**src/core/ipt_regs.svh**
```systemverilog
/*
 * Constants of the interval pulse and seconds timer: serial address, field positions of
 * the setting register, reset values and oscillator timing.
 * Assumes it is included by its bare name from every file that needs a figure.
 */
`ifndef IPT_REGS_SVH
`define IPT_REGS_SVH

`define IPT_SLAVE_ADDR     7'h32
`define IPT_DIR_READ       1'h1
`define IPT_PTR_BIT        7
`define IPT_CLEAR_CODE     3'h2
`define IPT_FREQ_MSB       15
`define IPT_FREQ_LSB       6
`define IPT_FREQ_BITS      10
`define IPT_CLR_MSB        2
`define IPT_SET_RESET      16'h0000
`define IPT_CNT_RESET      24'h000000
`define IPT_CNT_MAX        24'hFFFFFF
`define IPT_FILL_BYTE      8'hFF
`define IPT_TIME_BYTES     3
`define IPT_SET_BYTES      2
`define IPT_OSC_HZ         32768
`define IPT_CLK_HZ         125000000
`define IPT_POWERUP_MS     500
`define IPT_DIV_BITS       15
`define IPT_TAP_LOW_BIT    4

`endif

```
**src/core/ipt_pkg.sv**
```systemverilog
/*
 * Types shared by the interval pulse and seconds timer: the setting register layout,
 * the serial state encoding and the sampled pin group.
 * Assumes nothing of its surroundings.
 */
package ipt_pkg;

    typedef struct packed {
        logic [9:0] freq_select;
        logic       spare;
        logic       filler_bit_high;
        logic       filler_bit_low;
        logic [2:0] timer_clear_code;
    } ipt_setting_t;

    typedef enum logic [2:0] {
        IPT_ST_IDLE = 3'h0,
        IPT_ST_ADDR = 3'h1,
        IPT_ST_AACK = 3'h3,
        IPT_ST_WRX  = 3'h2,
        IPT_ST_WACK = 3'h6,
        IPT_ST_TX   = 3'h7,
        IPT_ST_MACK = 3'h5
    } ipt_state_t;

    typedef struct packed {
        logic gate;
        logic sda;
        logic scl;
    } ipt_pins_t;

endpackage

```
**src/core/ipt_divider.sv**
```systemverilog
/*
 * Oscillator tick generator and binary divider chain with one-second tick.
 * Assumes clk is far faster than the oscillator rate and that clear is a clk pulse.
 */
`timescale 1ns/10ps
`default_nettype none
`include "ipt_regs.svh"

module ipt_divider #(
    parameter int OSC_HZ = `IPT_OSC_HZ,
    parameter int CLK_HZ = `IPT_CLK_HZ
) (
    input  wire logic                     clk,
    input  wire logic                     rst_n,
    input  wire logic                     clear,
    output logic                          osc_tick,
    output logic [`IPT_DIV_BITS-1:0]      div_taps,
    output logic                          sec_tick
);

    logic [31:0] acc_ff;
    logic [31:0] nxt_acc;
    logic        nxt_tick;

    generate
        if (OSC_HZ < 1 || OSC_HZ * 2 > CLK_HZ) begin : g_chk
            $error("ipt_divider needs clk at least twice the oscillator rate");
        end
    endgenerate

    // Fractional accumulator stands in for the crystal: mean rate exact, jitter one clk
    always_comb begin
        nxt_acc  = acc_ff + 32'(OSC_HZ);
        nxt_tick = 1'b0;
        if (nxt_acc >= 32'(CLK_HZ)) begin
            nxt_acc  = nxt_acc - 32'(CLK_HZ);
            nxt_tick = 1'b1;
        end
    end

    always_ff @(posedge clk or negedge rst_n) begin
        if (!rst_n) begin
            acc_ff   <= 32'h0;
            osc_tick <= 1'b0;
        end else begin
            acc_ff   <= nxt_acc;
            osc_tick <= nxt_tick;
        end
    end

    // Common clear keeps every tap and the second in phase
    always_ff @(posedge clk or negedge rst_n) begin
        if (!rst_n) begin
            div_taps <= '0;
            sec_tick <= 1'b0;
        end else if (clear) begin
            div_taps <= '0;
            sec_tick <= 1'b0;
        end else begin
            if (osc_tick) begin
                div_taps <= div_taps + 1'b1;
            end
            sec_tick <= osc_tick & (&div_taps);
        end
    end

endmodule

`default_nettype wire

```
**src/core/ipt_sync.sv**
```systemverilog
/*
 * Two flip-flop synchroniser for a group of levels from outside the clock domain.
 * Assumes each bit is a slow level or a clock far slower than clk.
 */
`timescale 1ns/10ps
`default_nettype none

module ipt_sync #(
    parameter int W = 3
) (
    input  wire logic         clk,
    input  wire logic         rst_n,
    input  wire logic [W-1:0] d,
    output logic      [W-1:0] q
);

    logic [W-1:0] meta_ff;

    generate
        if (W < 1) begin : g_chk
            $error("ipt_sync needs a width of at least one");
        end
    endgenerate

    // Only the second stage is visible outside
    always_ff @(posedge clk or negedge rst_n) begin
        if (!rst_n) begin
            meta_ff <= '0;
            q       <= '0;
        end else begin
            meta_ff <= d;
            q       <= meta_ff;
        end
    end

endmodule

`default_nettype wire

```
**src/core/ipt_timer.sv**
```systemverilog
/*
 * Interval pulse generator with elapsed-seconds counter behind a serial target port.
 * Assumes an open-drain data pin resolved outside (sda_oe high pulls low), a serial
 * clock far slower than clk, and the gate pin as an asynchronous level.
 */
`timescale 1ns/10ps
`default_nettype none
`include "ipt_regs.svh"

module ipt_timer #(
    parameter int       OSC_HZ     = `IPT_OSC_HZ,
    parameter int       CLK_HZ     = `IPT_CLK_HZ,
    parameter int       POWERUP_MS = `IPT_POWERUP_MS,
    parameter bit [6:0] SLAVE_ADDR = `IPT_SLAVE_ADDR
) (
    input  wire logic clk,
    input  wire logic resetn,
    input  wire logic scl_i,
    input  wire logic sda_i,
    output logic      sda_o,
    output logic      sda_oe,
    input  wire logic output_gate_input,
    output logic      pulse_out
);

    // ******************************************************************
    // Timing figures and declarations
    // ******************************************************************
    localparam int POWERUP_TICKS = (OSC_HZ * POWERUP_MS) / 1000;
    localparam int HOLD_W        = $clog2(POWERUP_TICKS + 1);
    localparam int DW            = `IPT_DIV_BITS;

    generate
        if (POWERUP_TICKS < 1) begin : g_chk_hold
            $error("ipt_timer power-up hold must last at least one oscillator tick");
        end
        if (`IPT_TAP_LOW_BIT + `IPT_FREQ_BITS > DW) begin : g_chk_taps
            $error("ipt_timer divider too short for the tap set");
        end
    endgenerate

    logic                      rst_meta_ff;
    logic                      rst_n_ff;
    ipt_pkg::ipt_pins_t        pins_s;
    logic                      scl_q_ff;
    logic                      sda_q_ff;
    logic                      scl_rise;
    logic                      scl_fall;
    logic                      bus_start;
    logic                      bus_stop;
    ipt_pkg::ipt_state_t       state_ff;
    logic [3:0]                bit_cnt_ff;
    logic [7:0]                shift_ff;
    logic [7:0]                tx_ff;
    logic                      dir_read_ff;
    logic                      nack_ff;
    logic [1:0]                wr_idx_ff;
    logic [1:0]                rd_idx_ff;
    logic                      ptr_set_ff;
    logic                      rd_use_set_ff;
    logic [7:0]                hi_byte_ff;
    logic [23:0]               snap_ff;
    logic                      rx_done;
    logic                      commit;
    logic                      rd_use_set_now;
    ipt_pkg::ipt_setting_t     setting_ff;
    logic [23:0]               elapsed_count_bits;
    logic [HOLD_W-1:0]         hold_cnt_ff;
    logic                      hold_done_ff;
    logic                      osc_tick;
    logic [DW-1:0]             div_taps;
    logic                      sec_tick;
    logic [`IPT_FREQ_BITS-1:0] tap_vec;

    // ******************************************************************
    // Reset release and pin sampling
    // ******************************************************************
    always_ff @(posedge clk or negedge resetn) begin
        if (!resetn) begin
            rst_meta_ff <= 1'b0;
            rst_n_ff    <= 1'b0;
        end else begin
            rst_meta_ff <= 1'b1;
            rst_n_ff    <= rst_meta_ff;
        end
    end

    ipt_sync #(
        .W (3)
    ) u_sync (
        .clk   (clk),
        .rst_n (rst_n_ff),
        .d     ({output_gate_input, sda_i, scl_i}),
        .q     (pins_s)
    );

    always_ff @(posedge clk or negedge rst_n_ff) begin
        if (!rst_n_ff) begin
            scl_q_ff <= 1'b0;
            sda_q_ff <= 1'b0;
        end else begin
            scl_q_ff <= pins_s.scl;
            sda_q_ff <= pins_s.sda;
        end
    end

    assign scl_rise  = pins_s.scl & ~scl_q_ff;
    assign scl_fall  = ~pins_s.scl & scl_q_ff;
    // Data moving while the clock is high frames the transfer
    assign bus_start = pins_s.scl & scl_q_ff & sda_q_ff & ~pins_s.sda;
    assign bus_stop  = pins_s.scl & scl_q_ff & ~sda_q_ff & pins_s.sda;

    // ******************************************************************
    // Serial target: read byte selection and state machine
    // ******************************************************************
    function automatic logic [7:0] pick_byte(
        input logic [1:0]  idx,
        input logic        use_set,
        input logic [15:0] set_val,
        input logic [23:0] cnt_val
    );
        logic [7:0] b;
        b = `IPT_FILL_BYTE;
        if (use_set && idx < 2'h2) begin
            b = set_val[8 * (1 - idx) +: 8];
        end else if (!use_set && idx != 2'h3) begin
            b = cnt_val[8 * (2 - idx) +: 8];
        end
        return b;
    endfunction

    // Gate low diverts setting reads to the counter
    assign rd_use_set_now = ptr_set_ff & pins_s.gate;

    always_ff @(posedge clk or negedge rst_n_ff) begin
        if (!rst_n_ff) begin
            state_ff    <= ipt_pkg::IPT_ST_IDLE;
            bit_cnt_ff  <= 4'h0;
            shift_ff    <= 8'h00;
            tx_ff       <= 8'hFF;
            dir_read_ff <= 1'b0;
            nack_ff     <= 1'b0;
            wr_idx_ff   <= 2'h0;
            rd_idx_ff   <= 2'h0;
        end else if (bus_start) begin
            state_ff   <= ipt_pkg::IPT_ST_ADDR;
            bit_cnt_ff <= 4'h0;
            wr_idx_ff  <= 2'h0;
            tx_ff      <= 8'hFF;
        end else if (bus_stop) begin
            state_ff <= ipt_pkg::IPT_ST_IDLE;
            tx_ff    <= 8'hFF;
        end else begin
            case (state_ff)
                ipt_pkg::IPT_ST_ADDR, ipt_pkg::IPT_ST_WRX: begin
                    if (scl_rise) begin
                        shift_ff   <= {shift_ff[6:0], pins_s.sda};
                        bit_cnt_ff <= bit_cnt_ff + 4'h1;
                    end else if (scl_fall && bit_cnt_ff == 4'h8) begin
                        if (state_ff == ipt_pkg::IPT_ST_WRX) begin
                            state_ff <= ipt_pkg::IPT_ST_WACK;
                            if (wr_idx_ff != 2'h3) begin
                                wr_idx_ff <= wr_idx_ff + 2'h1;
                            end
                        end else if (shift_ff[7:1] == SLAVE_ADDR) begin
                            state_ff    <= ipt_pkg::IPT_ST_AACK;
                            dir_read_ff <= (shift_ff[0] == `IPT_DIR_READ);
                        end else begin
                            state_ff <= ipt_pkg::IPT_ST_IDLE;
                        end
                    end
                end
                ipt_pkg::IPT_ST_AACK: begin
                    if (scl_fall) begin
                        bit_cnt_ff <= 4'h0;
                        if (dir_read_ff) begin
                            state_ff  <= ipt_pkg::IPT_ST_TX;
                            tx_ff     <= pick_byte(2'h0, rd_use_set_now, setting_ff,
                                                   elapsed_count_bits);
                            rd_idx_ff <= 2'h1;
                        end else begin
                            state_ff <= ipt_pkg::IPT_ST_WRX;
                        end
                    end
                end
                ipt_pkg::IPT_ST_WACK: begin
                    if (scl_fall) begin
                        state_ff   <= ipt_pkg::IPT_ST_WRX;
                        bit_cnt_ff <= 4'h0;
                    end
                end
                ipt_pkg::IPT_ST_TX: begin
                    if (scl_rise) begin
                        bit_cnt_ff <= bit_cnt_ff + 4'h1;
                    end else if (scl_fall) begin
                        if (bit_cnt_ff == 4'h8) begin
                            state_ff <= ipt_pkg::IPT_ST_MACK;
                            tx_ff    <= 8'hFF;
                        end else begin
                            tx_ff <= {tx_ff[6:0], 1'b1};
                        end
                    end
                end
                ipt_pkg::IPT_ST_MACK: begin
                    if (scl_rise) begin
                        nack_ff <= pins_s.sda;
                    end else if (scl_fall) begin
                        bit_cnt_ff <= 4'h0;
                        if (nack_ff) begin
                            state_ff <= ipt_pkg::IPT_ST_IDLE;
                        end else begin
                            state_ff <= ipt_pkg::IPT_ST_TX;
                            tx_ff    <= pick_byte(rd_idx_ff, rd_use_set_ff, setting_ff,
                                                  snap_ff);
                            if (rd_idx_ff != 2'h3) begin
                                rd_idx_ff <= rd_idx_ff + 2'h1;
                            end
                        end
                    end
                end
                default: begin
                    state_ff <= ipt_pkg::IPT_ST_IDLE;
                end
            endcase
        end
    end

    // Open drain: only ever pulls low
    assign sda_o  = 1'b0;
    assign sda_oe = (state_ff == ipt_pkg::IPT_ST_AACK) |
                    (state_ff == ipt_pkg::IPT_ST_WACK) |
                    ((state_ff == ipt_pkg::IPT_ST_TX) & ~tx_ff[7]);

    // Counter frozen at address time so the three bytes agree
    always_ff @(posedge clk or negedge rst_n_ff) begin
        if (!rst_n_ff) begin
            snap_ff       <= `IPT_CNT_RESET;
            rd_use_set_ff <= 1'b0;
        end else if (state_ff == ipt_pkg::IPT_ST_AACK && scl_fall && dir_read_ff &&
                     !bus_start && !bus_stop) begin
            snap_ff       <= elapsed_count_bits;
            rd_use_set_ff <= rd_use_set_now;
        end
    end

    assign rx_done = scl_fall & (state_ff == ipt_pkg::IPT_ST_WRX) & (bit_cnt_ff == 4'h8) &
                     ~bus_start & ~bus_stop;

    // Stop forgets the pointer, so a plain read returns the counter
    always_ff @(posedge clk or negedge rst_n_ff) begin
        if (!rst_n_ff) begin
            ptr_set_ff <= 1'b0;
        end else if (bus_stop) begin
            ptr_set_ff <= 1'b0;
        end else if (rx_done && wr_idx_ff == 2'h0) begin
            ptr_set_ff <= ~shift_ff[`IPT_PTR_BIT];
        end
    end

    // ******************************************************************
    // Setting register
    // ******************************************************************
    // Only the third data byte (second setting byte) commits, so a lone dummy write changes nothing
    assign commit = rx_done & (wr_idx_ff == 2'h2);

    always_ff @(posedge clk or negedge rst_n_ff) begin
        if (!rst_n_ff) begin
            hi_byte_ff <= 8'h00;
            setting_ff <= `IPT_SET_RESET;
        end else if (rx_done && wr_idx_ff == 2'h1) begin
            hi_byte_ff <= shift_ff;
        end else if (commit) begin
            // Clear code is stored beside, never instead of, the select bits
            setting_ff <= {hi_byte_ff, shift_ff};
        end
    end

    // ******************************************************************
    // Dividers, power-up hold and seconds counter
    // ******************************************************************
    // Each committed setting write restarts taps and second alike
    ipt_divider #(
        .OSC_HZ (OSC_HZ),
        .CLK_HZ (CLK_HZ)
    ) u_div (
        .clk      (clk),
        .rst_n    (rst_n_ff),
        .clear    (commit),
        .osc_tick (osc_tick),
        .div_taps (div_taps),
        .sec_tick (sec_tick)
    );

    // Oscillator settling window, counted in oscillator ticks
    always_ff @(posedge clk or negedge rst_n_ff) begin
        if (!rst_n_ff) begin
            hold_cnt_ff  <= '0;
            hold_done_ff <= 1'b0;
        end else if (!hold_done_ff && osc_tick) begin
            if (hold_cnt_ff == HOLD_W'(POWERUP_TICKS - 1)) begin
                hold_done_ff <= 1'b1;
            end
            hold_cnt_ff <= hold_cnt_ff + 1'b1;
        end
    end

    always_ff @(posedge clk or negedge rst_n_ff) begin
        if (!rst_n_ff) begin
            elapsed_count_bits <= `IPT_CNT_RESET;
        end else if (commit && shift_ff[`IPT_CLR_MSB:0] == `IPT_CLEAR_CODE) begin
            elapsed_count_bits <= `IPT_CNT_RESET;
        end else if (sec_tick && elapsed_count_bits != `IPT_CNT_MAX) begin
            elapsed_count_bits <= elapsed_count_bits + 24'h000001;
        end
    end

    // ******************************************************************
    // Periodic output
    // ******************************************************************
    // Highest select bit is the fastest tap; inverted so each tap starts high
    generate
        for (genvar g = 0; g < `IPT_FREQ_BITS; g = g + 1) begin : g_tap
            assign tap_vec[g] = ~div_taps[`IPT_TAP_LOW_BIT + `IPT_FREQ_BITS - 1 - g];
        end
    endgenerate

    // Gate is taken live, so a toggle may clip the pulse in flight
    always_ff @(posedge clk or negedge rst_n_ff) begin
        if (!rst_n_ff) begin
            pulse_out <= 1'b0;
        end else if (!hold_done_ff) begin
            pulse_out <= 1'b0;
        end else if (!pins_s.gate) begin
            pulse_out <= 1'b1;
        end else if (setting_ff.freq_select == '0) begin
            pulse_out <= 1'b0;
        end else begin
            // Counter state takes no part here
            pulse_out <= &(tap_vec | ~setting_ff.freq_select);
        end
    end

endmodule

`default_nettype wire

```
**config.mk**
```make
export PLATFORM = sky130hd
export DESIGN_NAME = ipt_timer
export DESIGN_NICKNAME = d
export VERILOG_FILES = /design/src/core/ipt_pkg.sv /design/src/core/ipt_divider.sv /design/src/core/ipt_sync.sv /design/src/core/ipt_timer.sv
export VERILOG_INCLUDE_DIRS = /design/src /design/src/core
export SDC_FILE = /design/constraint.sdc
export NUM_CORES = 1
export LEC_CHECK = 0
export ABC_AREA = 1
export BUFFER_PORTS_ARGS = -buffer_cell sky130_fd_sc_hd__buf_4
export CAP_MARGIN = 10
export CORE_MARGIN = 3
export CORE_UTILIZATION = 25
export CTS_CLUSTER_DIAMETER = 30
export DETAILED_ROUTE_END_ITERATION = 7
export GPL_TIMING_DRIVEN = 1
export HOLD_SLACK_MARGIN = 0.15
export PLACE_DENSITY = 0.35
export SKIP_LAST_GASP = 1
export SLEW_MARGIN = 20
export SYNTH_ARGS = -nofsm -noshare
export SYNTH_HDL_FRONTEND = slang
export SYNTH_SLANG_ARGS = --single-unit
```
**constraint.sdc**
```tcl
create_clock -name clk -period 10.3 [get_ports clk]
set_input_delay 1.545 -clock clk [delete_from_list [all_inputs] [get_ports clk]]
set_output_delay 1.545 -clock clk [all_outputs]
set_load 0.005 [all_outputs]
```
Word level (Yosys, flattened, before mapping)
Cells that the tools add are included.
{"block": "op_classes", "n_addsub": 10, "magnitude_cmp": 2, "n_eq_ne": 36, "shift": 2, "mux": 62, "bitwise_logic": 40, "reduce_logical": 43}
{"op": "2-to-1 mux 8 bit", "n": 13}
{"op": "2-to-1 mux 24 bit", "n": 2}
{"op": "2-to-1 mux 3 bit", "n": 14}
{"op": "!= test 4 bit, second input constant", "n": 10}
{"op": "variable part select 16 x 33 -> 8 bit", "n": 1}
{"op": "variable part select 24 x 33 -> 8 bit", "n": 1}
{"op": "adder 32 x 16 -> 32 bit, second input constant", "n": 1}
{"op": ">= comparator 32 x 27 -> 1 bit, second input constant", "n": 1}
{"op": "2-to-1 mux 32 bit", "n": 1}
{"op": "subtractor 32 x 27 -> 32 bit, second input constant", "n": 1}
{"op": "adder 15 x 1 -> 15 bit, second input constant", "n": 2}
{"op": "2-to-1 mux 15 bit", "n": 2}
{"op": "2-to-1 mux 2 bit", "n": 14}
{"op": "adder 24 x 1 -> 24 bit, second input constant", "n": 1}
{"op": "!= test 24 bit, second input constant", "n": 1}
{"op": "one-hot mux 8 bit (3 select lines)", "n": 1}
{"op": "inverter 1 bit", "n": 21}
{"op": "2-to-1 mux 4 bit", "n": 5}
{"op": "!= test 2 bit, second input constant", "n": 9}
{"op": "AND reduction 9 bit", "n": 2}
{"op": "nonzero test 2 bit", "n": 8}
{"op": "AND 1 bit", "n": 15}
{"op": "equality test 15 x 14 -> 1 bit, second input constant", "n": 1}
{"op": "one-hot mux 3 bit (5 select lines)", "n": 1}
{"op": "37 further kinds", "n": 67}
{"block": "word_totals", "regBits": 179, "inputBits": 5, "output_inout_bits": 3, "word_cells": 226}

Logic depth before layout (Yosys ltp)
Gate-level depths: netlist of run 1.
{"block": "logic_depth", "ltp_word": 10, "ltp_mapped": 18, "depth_no_buf": 17}

Modules after synthesis
From an unflattened synthesis of run 1, not the netlist that was laid out.
{"block": "hier_totals", "hier_cells": 1399, "area_unflattened_um2": 10178.5}
{"module": "ipt_timer", "n_inst": 1, "cells_per_inst": 920, "area_each_um2": 6905.4, "seq_area_each_um2": 3113.0}
{"module": "ipt_divider", "n_inst": 1, "cells_per_inst": 473, "area_each_um2": 3123.0, "seq_area_each_um2": 1076.0}
{"module": "ipt_sync", "n_inst": 1, "cells_per_inst": 6, "area_each_um2": 150.1, "seq_area_each_um2": 150.1}

Worst setup path before layout of run 1
No wires, ideal clock.
{"block": "synth_path", "path_type": "register to output", "startpoint": "reg state_ff[0]", "endpoint": "out sda_oe", "arrival_ns": 0.798, "required_ns": 8.755, "path_slack_ns": 7.957, "path_stages_with_launch": 4, "n_path_buf": 0, "cell_sequence": "dfrtp_1 -> nand2_2 -> inv_1 -> a21oi_1"}
{"block": "synth_between", "elab_chain_cells": 3, "word_cells_on_any_way": 6, "cone_classes": "eq/ne (3); bitwise (3)"}
{"element": "start: declaration", "line_no": "ipt_timer.sv:51", "text": "ipt_pkg::ipt_state_t state_ff;"}
{"element": "start signal: assignment", "line_no": "ipt_timer.sv:137", "text": "state_ff <= ipt_pkg::IPT_ST_IDLE;"}
{"element": "start signal: assignment", "line_no": "ipt_timer.sv:146", "text": "state_ff <= ipt_pkg::IPT_ST_ADDR;"}
{"element": "start signal: assignment", "line_no": "ipt_timer.sv:151", "text": "state_ff <= ipt_pkg::IPT_ST_IDLE;"}
{"element": "equality test 3 x 2 -> 1 bit, or another cell as far along", "line_no": "ipt_timer.sv:230", "text": "assign sda_oe = (state_ff == ipt_pkg::IPT_ST_AACK) |"}
{"element": "bitwise OR 1 bit / AND 1 bit (equally long branches)", "line_no": "ipt_timer.sv:230, ipt_timer.sv:232"}
{"element": "bitwise OR 1 bit (*)", "line_no": "ipt_timer.sv:231", "text": "(state_ff == ipt_pkg::IPT_ST_WACK) |"}
{"element": "end: declaration", "line_no": "ipt_timer.sv:21", "text": "output logic sda_oe,"}
Mark *: on every way between the ends. The rest lies on a longest branch, timed or not.

Final worst setup path of run 1
Ends and elaborated chain as after synthesis.

==> impl_metrics.tcl, run 1 <==
set metrics [dict create \
    status "finished clean" \
    totalWireLength_um 26700 \
    grt_overflow 0 \
    syn-num-nets 1272 \
    drcViolationCount 0 \
    powerDensity_nw_per_um2 134 \
    io_buffers 6 \
    synth-compound-area-share 0.122 \
    via_per_inst 4.47 \
    hold_slack_ns 0.338 \
    relSlewSlack 0.369 \
    rsz0062_at_grt "no" \
    postCtsSetupBuffers 0 \
    clkSinkCount 173 \
    crit_arrival_ns 1.74 \
    clock_latency_ns 0.46 \
    clockBufferDepth 2 \
    yosysTopAreaCellShare 0.431 \
    fill_cells 4186 \
    yosys.area_share.xor_xnor 0.0375 \
    crit_type "flop to primary output" \
    h-tree-depth 4 \
    syn_avg_cell_area_um2 7.66 \
    synthMuxAreaShare 0.00118 \
    cts_buffers 17 \
    synthSimpleGateAreaFrac 0.281 \
    area_delta_synth_final_pct 12.6 \
    diodes 0 \
    synth_cells 1250 \
    grt_pass1_vias 8038 \
    dpl_worst_slack_ns 7.12 \
    wire_per_inst_um 15.1 \
    peakVddDrop_mv 0.107 \
    final_hold_viol_count 0 \
    die_w_um 202 \
    num-nets-final 1274 \
    cts.repair.resized 0 \
    synth_top_family_by_area "simple AND/OR/NAND/NOR gates" \
    synth_largest_area_cell "dfrtp_1" \
    reg2reg_depth 9 \
    dieHeight_um 202 \
    clk_pin_slew_worst_paths_ns 0.07 \
    vias 7946 \
    max_cap_violations 0 \
    cts_tree "built" \
    yosysWarnings 0 \
    ff_latch_area_um2 4340 \
    die_area_um2 40700 \
    synth_seq_cells 173 \
    setup_viol 0 \
    cp_max_fo 10 \
    min_path_type "flop to async pin" \
    layout_min_cycle_time_ns 3.29 \
    cp.required_ns 8.76 \
    synth.area.top_cells "dfrtp_1 (43%), nand2_1 (11%), o21ai_0 (6.6%)" \
    finalSetupTns_ns 0 \
    gp_congestion 0.809 \
    p_leak_nw 4.94 \
    multiInputGateArea_um2 4450 \
    fmaxAchievable_mhz 304 \
    grt_pass1_wl_um 44000 \
    ys_async_sr_fraction 1.00 \
    fin_crit_sh 0.319 \
    grtUsageTotal 0.137 \
    postLayoutSetupSlackWorst_ns 7.01 \
    coreArea_um2 37700 \
    rows 71 \
    r2r_slack_ns 7.12 \
    maxSlewViolCount 0 \
    final_cell_mix "nand2_1 (291), dfrtp_1 (164), inv_1 (157), o21ai_0 (126), nor2_1 (92)" \
    dpl.hpwl_um 19500 \
    drt_iter0_markers 425 \
    cp-start-kind "flop" \
    endpoint_kind "primary output" \
    worst_pin_slew_ns 0.943 \
    syn_area_um2 9570 \
    holdBufCountCts 0 \
    drt_pre_antenna_iters 5 \
    skew_ns 0.0158 \
    ys_types 43 \
    synth_adder_area_share 0.0222 \
    ios 8 \
    drive_gt1_frac 0.0901 \
    antenna_found_initial 0 \
    synth-main-ff-cell "dfrtp_1" \
    grt_start_max_net_pins 76 \
    start_util 0.254 \
    cts-root-buf "clkbuf_16" \
    layout_commonest_cell "nand2_1" \
    yosysSeqAreaShare 0.453 \
    ant_nets 0 \
    synth_edf_count 0 \
]
path summary, 6_finish.rpt:
kind | startpoint | endpoint
max | state_ff[0] | sda_oe
min | rst_n_ff | u_div.acc_ff[12]
max reg2reg | rd_idx_ff[0] | tx_ff[2]
min reg2reg | rst_n_ff | u_div.acc_ff[12]
max in group asynchronous | rst_n_ff | hi_byte_ff[2]
min in group clk | u_sync.meta_ff[0] | u_sync.q[0]
synthesized netlist by cell type, types with 3 or more instances:
| cell type | count |
|---|---|
| a31oi_1 | 6 |
| dfrtp_1 | 165 |
| o21bai_1 | 3 |
| o31ai_1 | 3 |
| nand3_1 | 74 |
| xor2_1 | 34 |
| a21oi_1 | 62 |
| o211ai_1 | 3 |
| inv_1 | 157 |
| ha_1 | 17 |
| o21ai_1 | 11 |
| dfstp_2 | 8 |
| nand4_1 | 32 |
| nor2_4 | 7 |
| xnor2_1 | 7 |
| nor4_1 | 8 |
| buf_2 | 4 |
| nand2_2 | 23 |
| buf_6 | 4 |
| nor2_1 | 92 |
| nand3b_1 | 7 |
| nor2_2 | 13 |
| nand2_1 | 291 |
| clkbuf_1 | 18 |
| nor3b_1 | 4 |
| o21ai_0 | 126 |
| o22ai_1 | 4 |
| inv_2 | 13 |
| nor3_1 | 37 |
through the flow:
| step | total power (W) | utilization | cell area, um^2 | instances |
|---|---|---|---|---|
| 3_5_place_dp | 0.000764 | 0.269 | 10100 | 1743 |
| 2_1_floorplan | 0.000744 | - | 9570 | 1250 |
| 3_3_place_gp | 0.000764 | 0.269 | 10100 | 1743 |
| 4_1_cts | 0.00147 | 0.286 | 10800 | 1775 |
| 6_report | 0.00144 | 0.286 | 10800 | 1776 |
| 5_1_grt | 0.00150 | 0.286 | 10800 | 1776 |
layer usage:
layer | track usage | vias up | part of all wire
met3 | 0.0215 | 16 | 0.022
met5 | 0 | - | 0
met4 | 0.0399 | 0 | 0.012
met2 | 0.222 | 83 | 0.47
li1 | - | 4068 | -
met1 | 0.189 | 3779 | 0.50
critical path, cell delays in order (launching register included):
cell     delay, ns
dfrtp_1       0.45
nand2_2       0.19
inv_1         0.13
a21oi_1       0.34
buf_4         0.18
logic make-up (layout without fill, tap and decap cells):
group / after synthesis / in the layout
compound gates: 222 / 222
xor+xnor: 41 / 41
simple gates: 595 / 595
buf+inv: 199 / 214
other cells: 2 / 2
fa+ha+maj: 17 / 17
flops: 173 / 173
mux: 1 / 1
flip-flops by register name, summed over array words and instances, names as in the netlist, 4 cells and up:
register and flops:
u_div.acc_ff 26, elapsed_count_bits 24, snap_ff 24, setting_ff 16
hold_cnt_ff 15, u_div.div_taps 15, hi_byte_ff 8, shift_ff 8
tx_ff 8, bit_cnt_ff 4
power by group:
group / internal, W / leakage, nW / total, W / switching [W]
clock network: 0.000374 / 0.290 / 0.000693 / 0.000319
logic: 0.0000120 / 2.30 / 0.0000429 / 0.0000309
registers: 0.000694 / 2.35 / 0.000705 / 0.0000109
total: 0.00108 / 4.94 / 0.00144 / 0.000360
area by class of cell:
cell class,count,share of cell area
Clock buffer,18,0.0407
Clock inverter,14,0.0165
Inverter,172,0.0599
Multi-Input combinational cell,878,0.412
Sequential cell,173,0.403
Tap cell,511,0.0593
Timing Repair Buffer,10,0.00813
Note: power is estimated with default switching activity, not from simulation.
==> run 2: changes to the inputs <==
--- a/config.mk
+++ b/config.mk
@@ -15,7 +15,7 @@
 export DETAILED_ROUTE_END_ITERATION = 7
 export GPL_TIMING_DRIVEN = 1
 export HOLD_SLACK_MARGIN = 0.15
-export PLACE_DENSITY = 0.35
+export PLACE_DENSITY = 0.37
 export SKIP_LAST_GASP = 1
 export SLEW_MARGIN = 20
 export SYNTH_ARGS = -nofsm -noshare
==> constraint.sdc (replaced) <==
create_clock -name clk -period 2.79 [get_ports clk]
set_input_delay 0.4185 -clock clk [delete_from_list [all_inputs] [get_ports clk]]
set_output_delay 0.4185 -clock clk [all_outputs]
set_load 0.005 [all_outputs]
==> run 2 against run 1 <==
Compared with the run above:
- non-clock buffer count rose by 30
- die area did not move
- hold slack got worse by 0.071 ns
- sequential cell count did not move
- combinational power rose to 3.9 times the previous value
- first-iteration DRC count fell by 2.1%
- wire length rose by 1.3%
- register-to-register slack got worse by 6.8 ns
- total power rose to 3.7 times the previous value
==> impl_metrics.tcl, run 2 (synthesized netlist as in run 1, its figures left out) <==
set metrics [dict create \
    vias 8067 \
    top_usage_layer "met2" \
    fmaxAchievable_mhz 401 \
    drt_pre_antenna_iters 5 \
    reg2reg_depth 13 \
    use_met1 0.191 \
    slowest_delay_ns 0.40 \
    path_cells "inv_1 > ha_1 > nand3_2 > nor2_2 > inv_1 > nor2_2 > inv_2 > nor2_4 > inv_2 > or2_1 > buf_4 > nor2_1 > a21oi_1" \
    rsz0062_at_grt "no" \
    ios 8 \
    layout_min_cycle_time_ns 2.49 \
    crit_family "simple AND/OR/NAND/NOR gates" \
    clkSinkCount 173 \
    drive_gt1_frac 0.108 \
    postLayoutSetupSlackWorst_ns 0.297 \
    cp_max_fo 32 \
    cp_slowest_cell "dfrtp_1" \
    status "finished clean" \
    via_per_inst 4.46 \
    cts_tree "built" \
    endpoint_kind "flop" \
    r2r-start "bit_cnt_ff[0]" \
    post-route-util 0.294 \
    num-nets-final 1306 \
    finalSetupTns_ns 0 \
    largestRegisters "u_div.acc_ff x26, elapsed_count_bits x24, snap_ff x24" \
    largest_reg_flops 26 \
    drt_iter0_markers 416 \
    peakVddDrop_mv 0.382 \
    cp.required_ns 3.11 \
    clock_latency_ns 0.46 \
    min_path_type "input port to async pin" \
    cp-start-kind "flop" \
    grt_overflow 0 \
    cts_buffers 17 \
    max_cap_violations 0 \
    met3_usage 0.0260 \
    antenna_found_initial 0 \
    clockBufferDepth 2 \
    die_area_um2 40700 \
    clk_pin_slew_worst_paths_ns 0.08 \
    h-tree-depth 4 \
    dpl.hpwl_um 19700 \
    grtUsageTotal 0.136 \
    drcViolationCount 0 \
    start_util 0.254 \
    grt_pass1_vias 7916 \
    grt_pass1_wl_um 44000 \
    crit_type "flop to flop" \
    worst_pin_slew_ns 0.675 \
    diodes 0 \
    powerDensity_nw_per_um2 481 \
    final_hold_viol_count 0 \
    fin_crit_sh 0.893 \
    maxSlewViolCount 0 \
    crit_arrival_ns 2.81 \
    coreArea_um2 37700 \
    rows 71 \
    cts-root-buf "clkbuf_16" \
    relSlewSlack 0.546 \
    r2r-end "setting_ff[12]" \
    io_buffers 6 \
    grt.met2_usage 0.212 \
    die_w_um 202 \
    wire_per_inst_um 15.0 \
    area_delta_synth_final_pct 15.7 \
    layout_commonest_cell "nand2_1" \
    r2r_slack_ns 0.30 \
    critPathBufInv 5 \
    totalWireLength_um 27100 \
    dpl_worst_slack_ns 0.132 \
    ant_nets 0 \
    p_leak_nw 5.10 \
    dieHeight_um 202 \
    final_cell_mix "nand2_1 (291), dfrtp_1 (164), inv_1 (157), o21ai_0 (124), nor2_1 (92)" \
    gp_congestion 0.797 \
    largest_register "u_div.acc_ff" \
    setup_viol 0 \
    skew_ns 0.0193 \
    grt_start_max_net_pins 56 \
]
==> run 2: cell types whose count changed in the layout (fill, tap and decap cells not counted), sizes merged <==
cell,change
buf,+26
dlygate4sd3,+4
clkbuf,+2
inv,-2
bufinv,+1
clkinvlp,-1
nor2,+1
o21ai,+1
==> run 2: report_power, final <==
part	internal, W	switching [W]	total [W]
Sequential	0.00256	0.0000387	0.00260
Combinational	0.0000506	0.000116	0.000167
Clock	0.00144	0.00111	0.00255
Total	0.00406	0.00126	0.00532
==> run 2: final cells by class <==
type,count,area (um^2)
Clock buffer,20,447
Tap cell,511,639
Timing Repair Buffer,40,360
Inverter,172,646
Fill cell,4140,26600
Sequential cell,173,4340
Clock inverter,12,160
Multi-Input combinational cell,880,4480
==> run 2: metal layers <==
| layer | routed length [um] | part of all wire |
|---|---|---|
| met3 | 579 | 0.021 |
| met1 | 13900 | 0.51 |
| met4 | 351 | 0.013 |
| met5 | 0 | 0 |
| met2 | 12300 | 0.45 |
==> run 2: worst max-delay path by stage <==
| stage | from | end | slack [ns] | cells past startpoint |
|---|---|---|---|---|
| 2_1_floorplan | rd_idx_ff[0] | tx_ff[4] | 0.46 | 12 |
| 3_3_place_gp | u_div.acc_ff[6] | u_div.acc_ff[19] | 0.14 | 17 |
| 3_5_place_dp | u_div.acc_ff[16] | u_div.acc_ff[13] | 0.13 | 11 |
| 4_1_cts | u_div.acc_ff[16] | u_div.acc_ff[13] | 0.1 | 11 |
| 5_1_grt | u_div.acc_ff[16] | u_div.acc_ff[22] | 0.02 | 15 |
| 6_report | bit_cnt_ff[0] | setting_ff[12] | 0.30 | 13 |
==> run 2: repair_timing <==
| item | in CTS | in global routing |
|---|---|---|
| resized for setup | 0 | 5 |
| buffers inserted | 0 | 3 |
| endpoints found under the setup margin | 0 | 28 |
| hold endpoints to repair | 5 | 0 |
| hold buffers | 4 | 0 |
==> run 2: stage by stage <==
stage	hold WS, ns	cells	power [W]	instance area (um^2)
4_1_cts	0.234	1803	0.00543	11000
3_5_place_dp	0.205	1767	0.00282	10300
3_3_place_gp	0.203	1767	0.00282	10300
2_1_floorplan	0.123	1250	0.00275	9570
6_report	0.267	1808	0.00532	11100
5_1_grt	0.266	1808	0.00556	11100
==> run 2: worst register-to-register path: stages (launching register included) <==
cell and delay (ns):
dfrtp_1 0.40, inv_1 0.09, ha_1 0.16, nand3_2 0.16
nor2_2 0.18, inv_1 0.06, nor2_2 0.17, inv_2 0.08
nor2_4 0.21, inv_2 0.18, or2_1 0.24, buf_4 0.23
nor2_1 0.15, a21oi_1 0.05
